<file path="src/common/lim_pkg.sv">
package lim_pkg;

  typedef logic [15:0] lim_reg_t;
  typedef logic [3:0] lim_evt_t;

  localparam int unsigned LIM_REG_W = 16;
  localparam int unsigned LIM_IDX_W = 30;

  // Printed offsets are register indices; byte address is four times the index
  localparam logic [LIM_IDX_W-1:0] LIM_IDX_G1_STATUS = 30'h0A00_0080;
  localparam logic [LIM_IDX_W-1:0] LIM_IDX_G1_ENABLE = 30'h0A00_008C;
  localparam logic [LIM_IDX_W-1:0] LIM_IDX_ROUTE = 30'h0A00_0098;
  localparam logic [LIM_IDX_W-1:0] LIM_IDX_SW_TRIGGER = 30'h0A00_009A;
  localparam logic [LIM_IDX_W-1:0] LIM_IDX_G2_STATUS = 30'h0A00_0200;
  localparam logic [LIM_IDX_W-1:0] LIM_IDX_EVT_STATUS = 30'h0A00_00A0;
  localparam logic [LIM_IDX_W-1:0] LIM_IDX_EVT_MASK = 30'h0A00_00A2;

  // First level-1 group bit positions
  localparam int unsigned LIM_B1_TOUCH_SUSPEND = 13;
  localparam int unsigned LIM_B1_SOFTWARE = 11;
  localparam int unsigned LIM_B1_SERIAL = 9;
  localparam int unsigned LIM_B1_GPIO = 8;
  localparam int unsigned LIM_B1_KEYBOARD = 7;
  localparam int unsigned LIM_B1_AUDIO = 6;
  localparam int unsigned LIM_B1_TOUCH = 5;
  localparam int unsigned LIM_B1_ELAPSED = 3;
  localparam int unsigned LIM_B1_LONG_TIMER1 = 2;
  localparam int unsigned LIM_B1_POWER = 1;
  localparam int unsigned LIM_B1_BATTERY = 0;

  // Second level-1 group bit positions
  localparam int unsigned LIM_B2_DISPLAY = 6;
  localparam int unsigned LIM_B2_DMA = 5;
  localparam int unsigned LIM_B2_CLOCKED_SERIAL = 3;
  localparam int unsigned LIM_B2_MEMORY_CARD = 2;
  localparam int unsigned LIM_B2_LED = 1;
  localparam int unsigned LIM_B2_LONG_TIMER2 = 0;

  localparam int unsigned LIM_ROUTE_SELECT_BIT = 0;
  localparam int unsigned LIM_SW_REQUEST_BIT = 0;

  // Implemented bits of each register; all others read zero
  localparam lim_reg_t LIM_G1_IMPL = 16'h2BEF;
  localparam lim_reg_t LIM_G2_IMPL = 16'h006F;
  localparam lim_reg_t LIM_ROUTE_IMPL = 16'h0001;

  // Event bits of the own status and mask registers
  localparam int unsigned LIM_EV_NMI = 0;
  localparam int unsigned LIM_EV_LINE0 = 1;
  localparam int unsigned LIM_EV_LINE1 = 2;
  localparam int unsigned LIM_EV_LINE2 = 3;
  localparam int unsigned LIM_EV_W = 4;

  // Reset values
  localparam lim_reg_t LIM_RST_G1_ENABLE = 16'h0000;
  localparam lim_reg_t LIM_RST_ROUTE = 16'h0000;
  localparam logic LIM_RST_SW_PENDING = 1'h0;
  localparam lim_evt_t LIM_RST_EVT = 4'h0;

endpackage : lim_pkg

</file>
<file path="src/common/lim_bus_if.sv">
`timescale 1ns/100ps
`default_nettype none

interface lim_bus_if;
  import lim_pkg::*;
  logic wr_stb;
  logic [LIM_IDX_W-1:0] idx;
  logic [LIM_REG_W-1:0] wdata;
  logic [1:0] be;
  logic [LIM_REG_W-1:0] rdata;

  modport slave (output wr_stb, output idx, output wdata, output be, input rdata);
  modport regs (input wr_stb, input idx, input wdata, input be, output rdata);
endinterface : lim_bus_if

`default_nettype wire

</file>
<file path="src/rtl/lim_wb_slave.sv">
`timescale 1ns/100ps
`default_nettype none

module lim_wb_slave
  import lim_pkg::*;
(
  // Clock and reset
  input wire logic clk_sys,
  input wire logic srst,
  // Classic Wishbone slave
  input wire logic wb_cyc_i,
  input wire logic wb_stb_i,
  input wire logic wb_we_i,
  input wire logic [31:0] wb_adr_i,
  input wire logic [3:0] wb_sel_i,
  input wire logic [31:0] wb_dat_i,
  output logic [31:0] wb_dat_o,
  output logic wb_ack_o,
  // Register side
  lim_bus_if.slave bus
);

  logic ack_q;
  logic [31:0] dat_q;
  wire req = wb_cyc_i & wb_stb_i;

  // Write lands on the edge where the master sees ack
  assign bus.wr_stb = req & wb_we_i & ack_q;
  assign bus.idx = wb_adr_i[31:2];
  assign bus.wdata = wb_dat_i[LIM_REG_W-1:0];
  assign bus.be = wb_sel_i[1:0];

  assign wb_ack_o = ack_q;
  assign wb_dat_o = dat_q;

  always_ff @(posedge clk_sys) begin
    if (srst) begin
      ack_q <= 1'b0;
      dat_q <= 32'h0000_0000;
    end else begin
      ack_q <= req & ~ack_q;
      dat_q <= {16'h0000, bus.rdata};
    end
  end

endmodule : lim_wb_slave

`default_nettype wire

</file>
<file path="src/rtl/lim_irq_top.sv">
// Notes on behaviour
// - Enable bits 13,11,9,8,7,6,5,3,2,1,0 are read/write; one forwards, zero blocks.
// - Bit 13 gates suspend-mode touch request; bit 5 gates the normal touch request.
// - Bit 1 gates power-switch request; bit 0 gates battery-low request.
// - Bit 3 gates elapsed-time timer; bit 2 gates first long-interval timer.
// - Reserved and unused upper bits always read back zero.
// - Route bit 0: zero sends battery-low to NMI, one to line zero.
// - Trigger write of one sets software pending; write of zero clears it.
// - Trigger is write-only; pending shows only in first group status bit 11.
// - Second group status is read-only: display, DMA, serial, card, LED, timer2.
// - Each status bit is ANDed with its enable before reaching the CPU.
// - First and second long-interval timers drive lines one and two; battery-low follows route bit 0; all other enabled requests OR onto line zero.
// - Group inputs arrive already merged per level-2 unit or set directly.
`timescale 1ns/100ps
`default_nettype none

module lim_irq_top
  import lim_pkg::*;
(
  // Clock and reset
  input wire logic clk_sys,
  input wire logic srst,
  // Classic Wishbone slave
  input wire logic wb_cyc_i,
  input wire logic wb_stb_i,
  input wire logic wb_we_i,
  input wire logic [31:0] wb_adr_i,
  input wire logic [3:0] wb_sel_i,
  input wire logic [31:0] wb_dat_i,
  output logic [31:0] wb_dat_o,
  output logic wb_ack_o,
  // Level-1 request inputs from the peripheral units
  input wire logic [LIM_REG_W-1:0] group1_request,
  input wire logic [LIM_REG_W-1:0] group2_request,
  input wire logic [LIM_REG_W-1:0] group2_enable,
  // CPU core interrupt lines, active high
  output logic cpu_nmi,
  output logic cpu_general_line_zero,
  output logic cpu_line_one,
  output logic cpu_line_two,
  // Summary interrupt for software
  output logic irq
);

  lim_bus_if bus ();

  lim_wb_slave u_slave (
    .clk_sys (clk_sys),
    .srst (srst),
    .wb_cyc_i (wb_cyc_i),
    .wb_stb_i (wb_stb_i),
    .wb_we_i (wb_we_i),
    .wb_adr_i (wb_adr_i),
    .wb_sel_i (wb_sel_i),
    .wb_dat_i (wb_dat_i),
    .wb_dat_o (wb_dat_o),
    .wb_ack_o (wb_ack_o),
    .bus (bus)
  );

  // Register state
  wire lim_reg_t enable_q;
  lim_reg_t route_q;
  logic route_sel_q;
  logic sw_pending_q;
  logic sw_pending_d;
  lim_evt_t evt_status_q;
  lim_evt_t evt_status_d;
  lim_evt_t evt_mask_q;
  lim_evt_t evt_mask_d;
  lim_evt_t lines_q;
  lim_evt_t lines_d;
  logic irq_q;

  // Address decode
  wire hit_g1_status = (bus.idx == LIM_IDX_G1_STATUS);
  wire hit_g1_enable = (bus.idx == LIM_IDX_G1_ENABLE);
  wire hit_route = (bus.idx == LIM_IDX_ROUTE);
  wire hit_sw_trigger = (bus.idx == LIM_IDX_SW_TRIGGER);
  wire hit_g2_status = (bus.idx == LIM_IDX_G2_STATUS);
  wire hit_evt_status = (bus.idx == LIM_IDX_EVT_STATUS);
  wire hit_evt_mask = (bus.idx == LIM_IDX_EVT_MASK);

  wire wr_lo = bus.wr_stb & bus.be[0];
  wire wr_g1_enable = bus.wr_stb & hit_g1_enable;
  wire wr_route = wr_lo & hit_route;
  wire wr_sw_trigger = wr_lo & hit_sw_trigger;
  wire wr_evt_status = wr_lo & hit_evt_status;
  wire wr_evt_mask = wr_lo & hit_evt_mask;

  // Status views; software pending rides in bit 11 of the first group
  lim_reg_t g1_status;
  lim_reg_t g2_status;
  assign g1_status = ((group1_request & ~(16'h0001 << LIM_B1_SOFTWARE))
                      | ({15'h0000, sw_pending_q} << LIM_B1_SOFTWARE))
                     & LIM_G1_IMPL;
  assign g2_status = group2_request & LIM_G2_IMPL;

  // Read mux; unmapped and write-only indices read zero
  always_comb begin
    if (hit_g1_status) begin
      bus.rdata = g1_status;
    end else if (hit_g1_enable) begin
      bus.rdata = enable_q & LIM_G1_IMPL;
    end else if (hit_route) begin
      bus.rdata = route_q & LIM_ROUTE_IMPL;
    end else if (hit_g2_status) begin
      bus.rdata = g2_status;
    end else if (hit_evt_status) begin
      bus.rdata = {12'h000, evt_status_q};
    end else if (hit_evt_mask) begin
      bus.rdata = {12'h000, evt_mask_q};
    end else begin
      bus.rdata = 16'h0000;
    end
  end

  // Enable register, one flop per implemented bit, honouring byte lanes
  genvar gi;
  generate
    for (gi = 0; gi < LIM_REG_W; gi = gi + 1) begin : g_enable
      if (LIM_G1_IMPL[gi]) begin : g_impl
        wire wr_bit = wr_g1_enable & bus.be[gi / 8];
        logic bit_q;
        // Each bit owns its flop so the vector has one driver per bit
        always_ff @(posedge clk_sys) begin
          if (srst) begin
            bit_q <= LIM_RST_G1_ENABLE[gi];
          end else if (wr_bit) begin
            bit_q <= bus.wdata[gi];
          end
        end
        assign enable_q[gi] = bit_q;
      end else begin : g_resv
        assign enable_q[gi] = 1'b0;
      end
    end
  endgenerate

  // Route register: only bit 0 is storage
  assign route_q = {15'h0000, route_sel_q} << LIM_ROUTE_SELECT_BIT;
  always_ff @(posedge clk_sys) begin
    if (srst) begin
      route_sel_q <= LIM_RST_ROUTE[LIM_ROUTE_SELECT_BIT];
    end else if (wr_route) begin
      route_sel_q <= bus.wdata[LIM_ROUTE_SELECT_BIT];
    end
  end

  // Software request: a write of either value overwrites pending
  assign sw_pending_d = wr_sw_trigger ? bus.wdata[LIM_SW_REQUEST_BIT] : sw_pending_q;

  always_ff @(posedge clk_sys) begin
    if (srst) begin
      sw_pending_q <= LIM_RST_SW_PENDING;
    end else begin
      sw_pending_q <= sw_pending_d;
    end
  end

  // Gating and line steering
  lim_reg_t g1_active;
  lim_reg_t g2_active;
  lim_reg_t g1_to_line0;
  lim_reg_t g2_to_line0;
  wire battery_active;
  wire battery_on_line0;

  assign g1_active = g1_status & enable_q;
  assign g2_active = g2_status & group2_enable;
  assign battery_active = g1_active[LIM_B1_BATTERY];
  assign battery_on_line0 = route_q[LIM_ROUTE_SELECT_BIT];

  // Long-interval timer and battery bits are taken off the shared line
  assign g1_to_line0 = g1_active
                       & ~(16'h0001 << LIM_B1_LONG_TIMER1)
                       & ~(16'h0001 << LIM_B1_BATTERY);
  assign g2_to_line0 = g2_active & ~(16'h0001 << LIM_B2_LONG_TIMER2);

  always_comb begin
    lines_d = 4'h0;
    lines_d[LIM_EV_NMI] = battery_active & ~battery_on_line0;
    lines_d[LIM_EV_LINE0] = (|g1_to_line0) | (|g2_to_line0)
                            | (battery_active & battery_on_line0);
    lines_d[LIM_EV_LINE1] = g1_active[LIM_B1_LONG_TIMER1];
    lines_d[LIM_EV_LINE2] = g2_active[LIM_B2_LONG_TIMER2];
  end

  // Lines are registered so the core sees glitch-free levels
  always_ff @(posedge clk_sys) begin
    if (srst) begin
      lines_q <= LIM_RST_EVT;
    end else begin
      lines_q <= lines_d;
    end
  end

  assign cpu_nmi = lines_q[LIM_EV_NMI];
  assign cpu_general_line_zero = lines_q[LIM_EV_LINE0];
  assign cpu_line_one = lines_q[LIM_EV_LINE1];
  assign cpu_line_two = lines_q[LIM_EV_LINE2];

  // Sticky events on each rising CPU line; set beats a same-cycle clear
  lim_evt_t line_rise;
  assign line_rise = lines_d & ~lines_q;

  always_comb begin
    evt_status_d = evt_status_q;
    if (wr_evt_status) begin
      evt_status_d = evt_status_q & ~bus.wdata[LIM_EV_W-1:0];
    end
    evt_status_d = evt_status_d | line_rise;
  end

  assign evt_mask_d = wr_evt_mask ? bus.wdata[LIM_EV_W-1:0] : evt_mask_q;

  always_ff @(posedge clk_sys) begin
    if (srst) begin
      evt_status_q <= LIM_RST_EVT;
      evt_mask_q <= LIM_RST_EVT;
      irq_q <= 1'b0;
    end else begin
      evt_status_q <= evt_status_d;
      evt_mask_q <= evt_mask_d;
      irq_q <= |(evt_status_d & evt_mask_d);
    end
  end

  assign irq = irq_q;

endmodule : lim_irq_top

`default_nettype wire

</file>
<file path="config.mk">
export PLATFORM = sky130hd
export DESIGN_NAME = lim_irq_top
export DESIGN_NICKNAME = d
export VERILOG_FILES = /design/src/common/lim_pkg.sv /design/src/common/lim_bus_if.sv /design/src/rtl/lim_wb_slave.sv /design/src/rtl/lim_irq_top.sv
export SDC_FILE = /design/constraint.sdc
export NUM_CORES = 1
export LEC_CHECK = 0
export BUFFER_PORTS_ARGS = -buffer_cell sky130_fd_sc_hd__buf_2
export CORE_AREA = 2 2 93 95
export CTS_BUF_LIST = sky130_fd_sc_hd__clkbuf_8
export DETAILED_ROUTE_END_ITERATION = 7
export DIE_AREA = 0 0 95 97
export MAX_ROUTING_LAYER = met4
export PLACE_DENSITY_LB_ADDON = 0.3
export SLEW_MARGIN = 20
export SYNTH_ARGS = -nofsm -noshare
export SYNTH_HDL_FRONTEND = slang
export SYNTH_SLANG_ARGS = --single-unit
</file>
<file path="constraint.sdc">
create_clock -name clk_sys -period 3.25 [get_ports clk_sys]
set_clock_uncertainty 0.1 [all_clocks]
set_input_delay 0.325 -clock clk_sys [delete_from_list [all_inputs] [get_ports clk_sys]]
set_output_delay 0.325 -clock clk_sys [all_outputs]
set_load 0.1 [all_outputs]
</file>
==> impl_metrics.json <==
{
  "tritoncts": "yes",
  "postSynthCellCount": 226,
  "finalSetupViolCount": 0,
  "startpoint_type": "primary input",
  "cts.sinks": 38,
  "ioPinCount": 159,
  "clock_path_buffers": 2,
  "hold_viol_final": 0,
  "synth_xor_area_frac": 0,
  "cts-buffers-inserted": 5,
  "path_max_fanout": 5,
  "finalWirelength_mm": 6.00,
  "use_met1": 0.158,
  "synthesis.area_per_instance_um2": 8.84,
  "final_core_util": 0.318,
  "clockRootBuffer": "clkbuf_8",
  "synth_compound_area_frac": 0.132,
  "met3_usage": 0.0288,
  "die_w_um": 95,
  "syn_area_um2": 2000,
  "grt_remaining_overflow": 0,
  "drt-initial-drc-count": 101,
  "relSlewSlack": 0.608,
  "initial_core_util": 0.246,
  "place_ws_ps": 337,
  "cp.arrival_ps": 2630,
  "setup_ws_ps": 671,
  "gr-usage-met2": 0.232,
  "power_density_nw_per_um2": 399,
  "path_class": "primary input to flop",
  "status": "finished clean",
  "grt_usage": 0.136,
  "grt_pass1_vias": 1980,
  "grt_busiest_layer": "met2",
  "ys_seq_area_frac": 0.381,
  "synth_top_area_frac": 0.381,
  "clk_latency_ps": 300,
  "vias_per_cell": 4.56,
  "grt_max_degree": 24,
  "synth_top_family_by_area": "simple AND/OR/NAND/NOR gates",
  "maxCapViolCount": 0,
  "p_leak_nw": 1.12,
  "cp-end-kind": "flop",
  "yosysWarnings": 0,
  "htree_levels": 2,
  "drive_above_1_share": 0.344,
  "holdCritPathClass": "primary input to flop",
  "synth_area_leaders": "dfxtp_1, mux2i_1, buf_4",
  "period_minus_slack_ps": 2580,
  "grt_setup_unrepaired": "no",
  "num-nets-final": 437,
  "dieHeight_um": 97,
  "post_drt_wl_per_cell_um": 14.2,
  "antenna_left": 0,
  "setup_tns_ps": 0,
  "synth_cell_types": 42,
  "layout_commonest_cell": "buf_2",
  "hold_buffers": 0,
  "timing.final.crit_share": 0.794,
  "synth_fa_ha_area_frac": 0,
  "cts_resized": 0,
  "core_um2": 8130,
  "peakVddDrop_uv": 116,
  "totalPowerFinal_mw": 1.03,
  "dr.pass1.iters": 4,
  "fmax_mhz": 388,
  "hold_depth": 3,
  "dieArea_um2": 9220,
  "cts.clk_slew.worst_paths_ps": 80,
  "tightest_slew_ps": 582,
  "slew_violations": 0,
  "required_ps": 3300,
  "yosys.area_share.simple": 0.265,
  "synth_seq_cells": 38,
  "vias": 1926,
  "areaGrowthSynthToFinish_pct": 29.6,
  "yosys.area.top_type": "dfxtp_1",
  "synthMuxAreaShare": 0.108,
  "io_buffers": 86,
  "gp_congestion": 0.809,
  "diodes": 0,
  "final_area_um2": 2590,
  "antenna_found_initial": 0,
  "nFillCells": 870,
  "placementRows": 33,
  "grt_pass1_wl_mm": 9.40,
  "cts_setup_buffers": 0,
  "drc_errors": 0,
  "r2r_cells": 6,
  "final_cell_mix": "buf_2, dfxtp_1, nor2_1",
  "placed_cell_area_um2": 2490,
  "hpwl_mm": 4.79
}
where the power goes:
part           switching [mW]  internal [mW]
Combinational           0.168         0.0474
Clock                   0.175          0.171
Sequential            0.00199          0.470
Total                   0.345          0.688
worst max-delay path, cell delays in order:
cell and delay (ps):
buf_2 120, or4b_1 560, or4b_4 550, nor4_4 340
mux2_2 390, a32oi_1 200, o221ai_1 150
cell families (layout without fill, tap and decap cells):
family	count (synthesis)	in the layout
AO/OA/AOI/OAI	35	35
flip-flops	38	38
other	1	21
AND/OR/NAND/NOR	93	93
buffers and inverters	38	109
multiplexers	21	21
metrics by stage:
step / instances / hold slack (ps)
floorplan: 246 / 303
global placement: 414 / 328
detailed placement: 414 / 329
CTS: 422 / 163
global route: 422 / 162
finish: 422 / 162
final cells by class:
type                            count  area (um^2)  area share
Multi-Input combinational cell    170         1090       0.423
Sequential cell                    38          761       0.294
Timing Repair Buffer               91          468       0.181
Tap cell                          105          131      0.0508
Clock buffer                        6         82.6      0.0319
Inverter                           10         37.5      0.0145
Clock inverter                      2         12.5     0.00484
sequential cells by signal (all words and copies together), names as in the netlist:
name                   count
u_slave.wb_ack_o           1
sw_pending_q               1
g_enable.g_impl.bit_q     11
u_slave.wb_dat_o          11
evt_status_q               4
battery_on_line0           1
lines_q                    4
irq                        1
evt_mask_q                 4
synthesized netlist by cell type, drive strengths merged:
cell type and n:
a211oi 1, a21oi 6, a221oi 5, a222oi 2, a22o 2, a22oi 13
a311oi 1, a31oi 2, a32oi 1, a41oi 1, and2 3, and3 3
and4 1, buf 22, clkbuf 6, conb 1, dfxtp 38, inv 10
mux2 5, mux2i 16, nand2 10, nand2b 2, nand3 3, nand3b 2
nand4 4, nand4b 1, nor2 30, nor2b 2, nor3 6, nor3b 1
nor4 16, nor4b 1, nor4bb 3, o221ai 1, or2 1, or3 1
or4b 3
metal layers:
layer  vias to the layer above  part of all wire
li1                        973                 -
met1                       889              0.43
met2                        58              0.51
met3                         6             0.043
met4                         0             0.012
met5                         -                 0
path summary, 6_finish.rpt:
check,from,endpoint,slack [ps]
worst max-delay path,wb_adr_i[11],irq,670
worst min-delay path,wb_dat_i[13],g_enable[13].g_impl.bit_q,160
worst max register to register,u_slave.wb_ack_o,irq,1130
worst min register to register,u_slave.wb_ack_o,u_slave.wb_ack_o,340
Power figures use the tool's default switching activity.
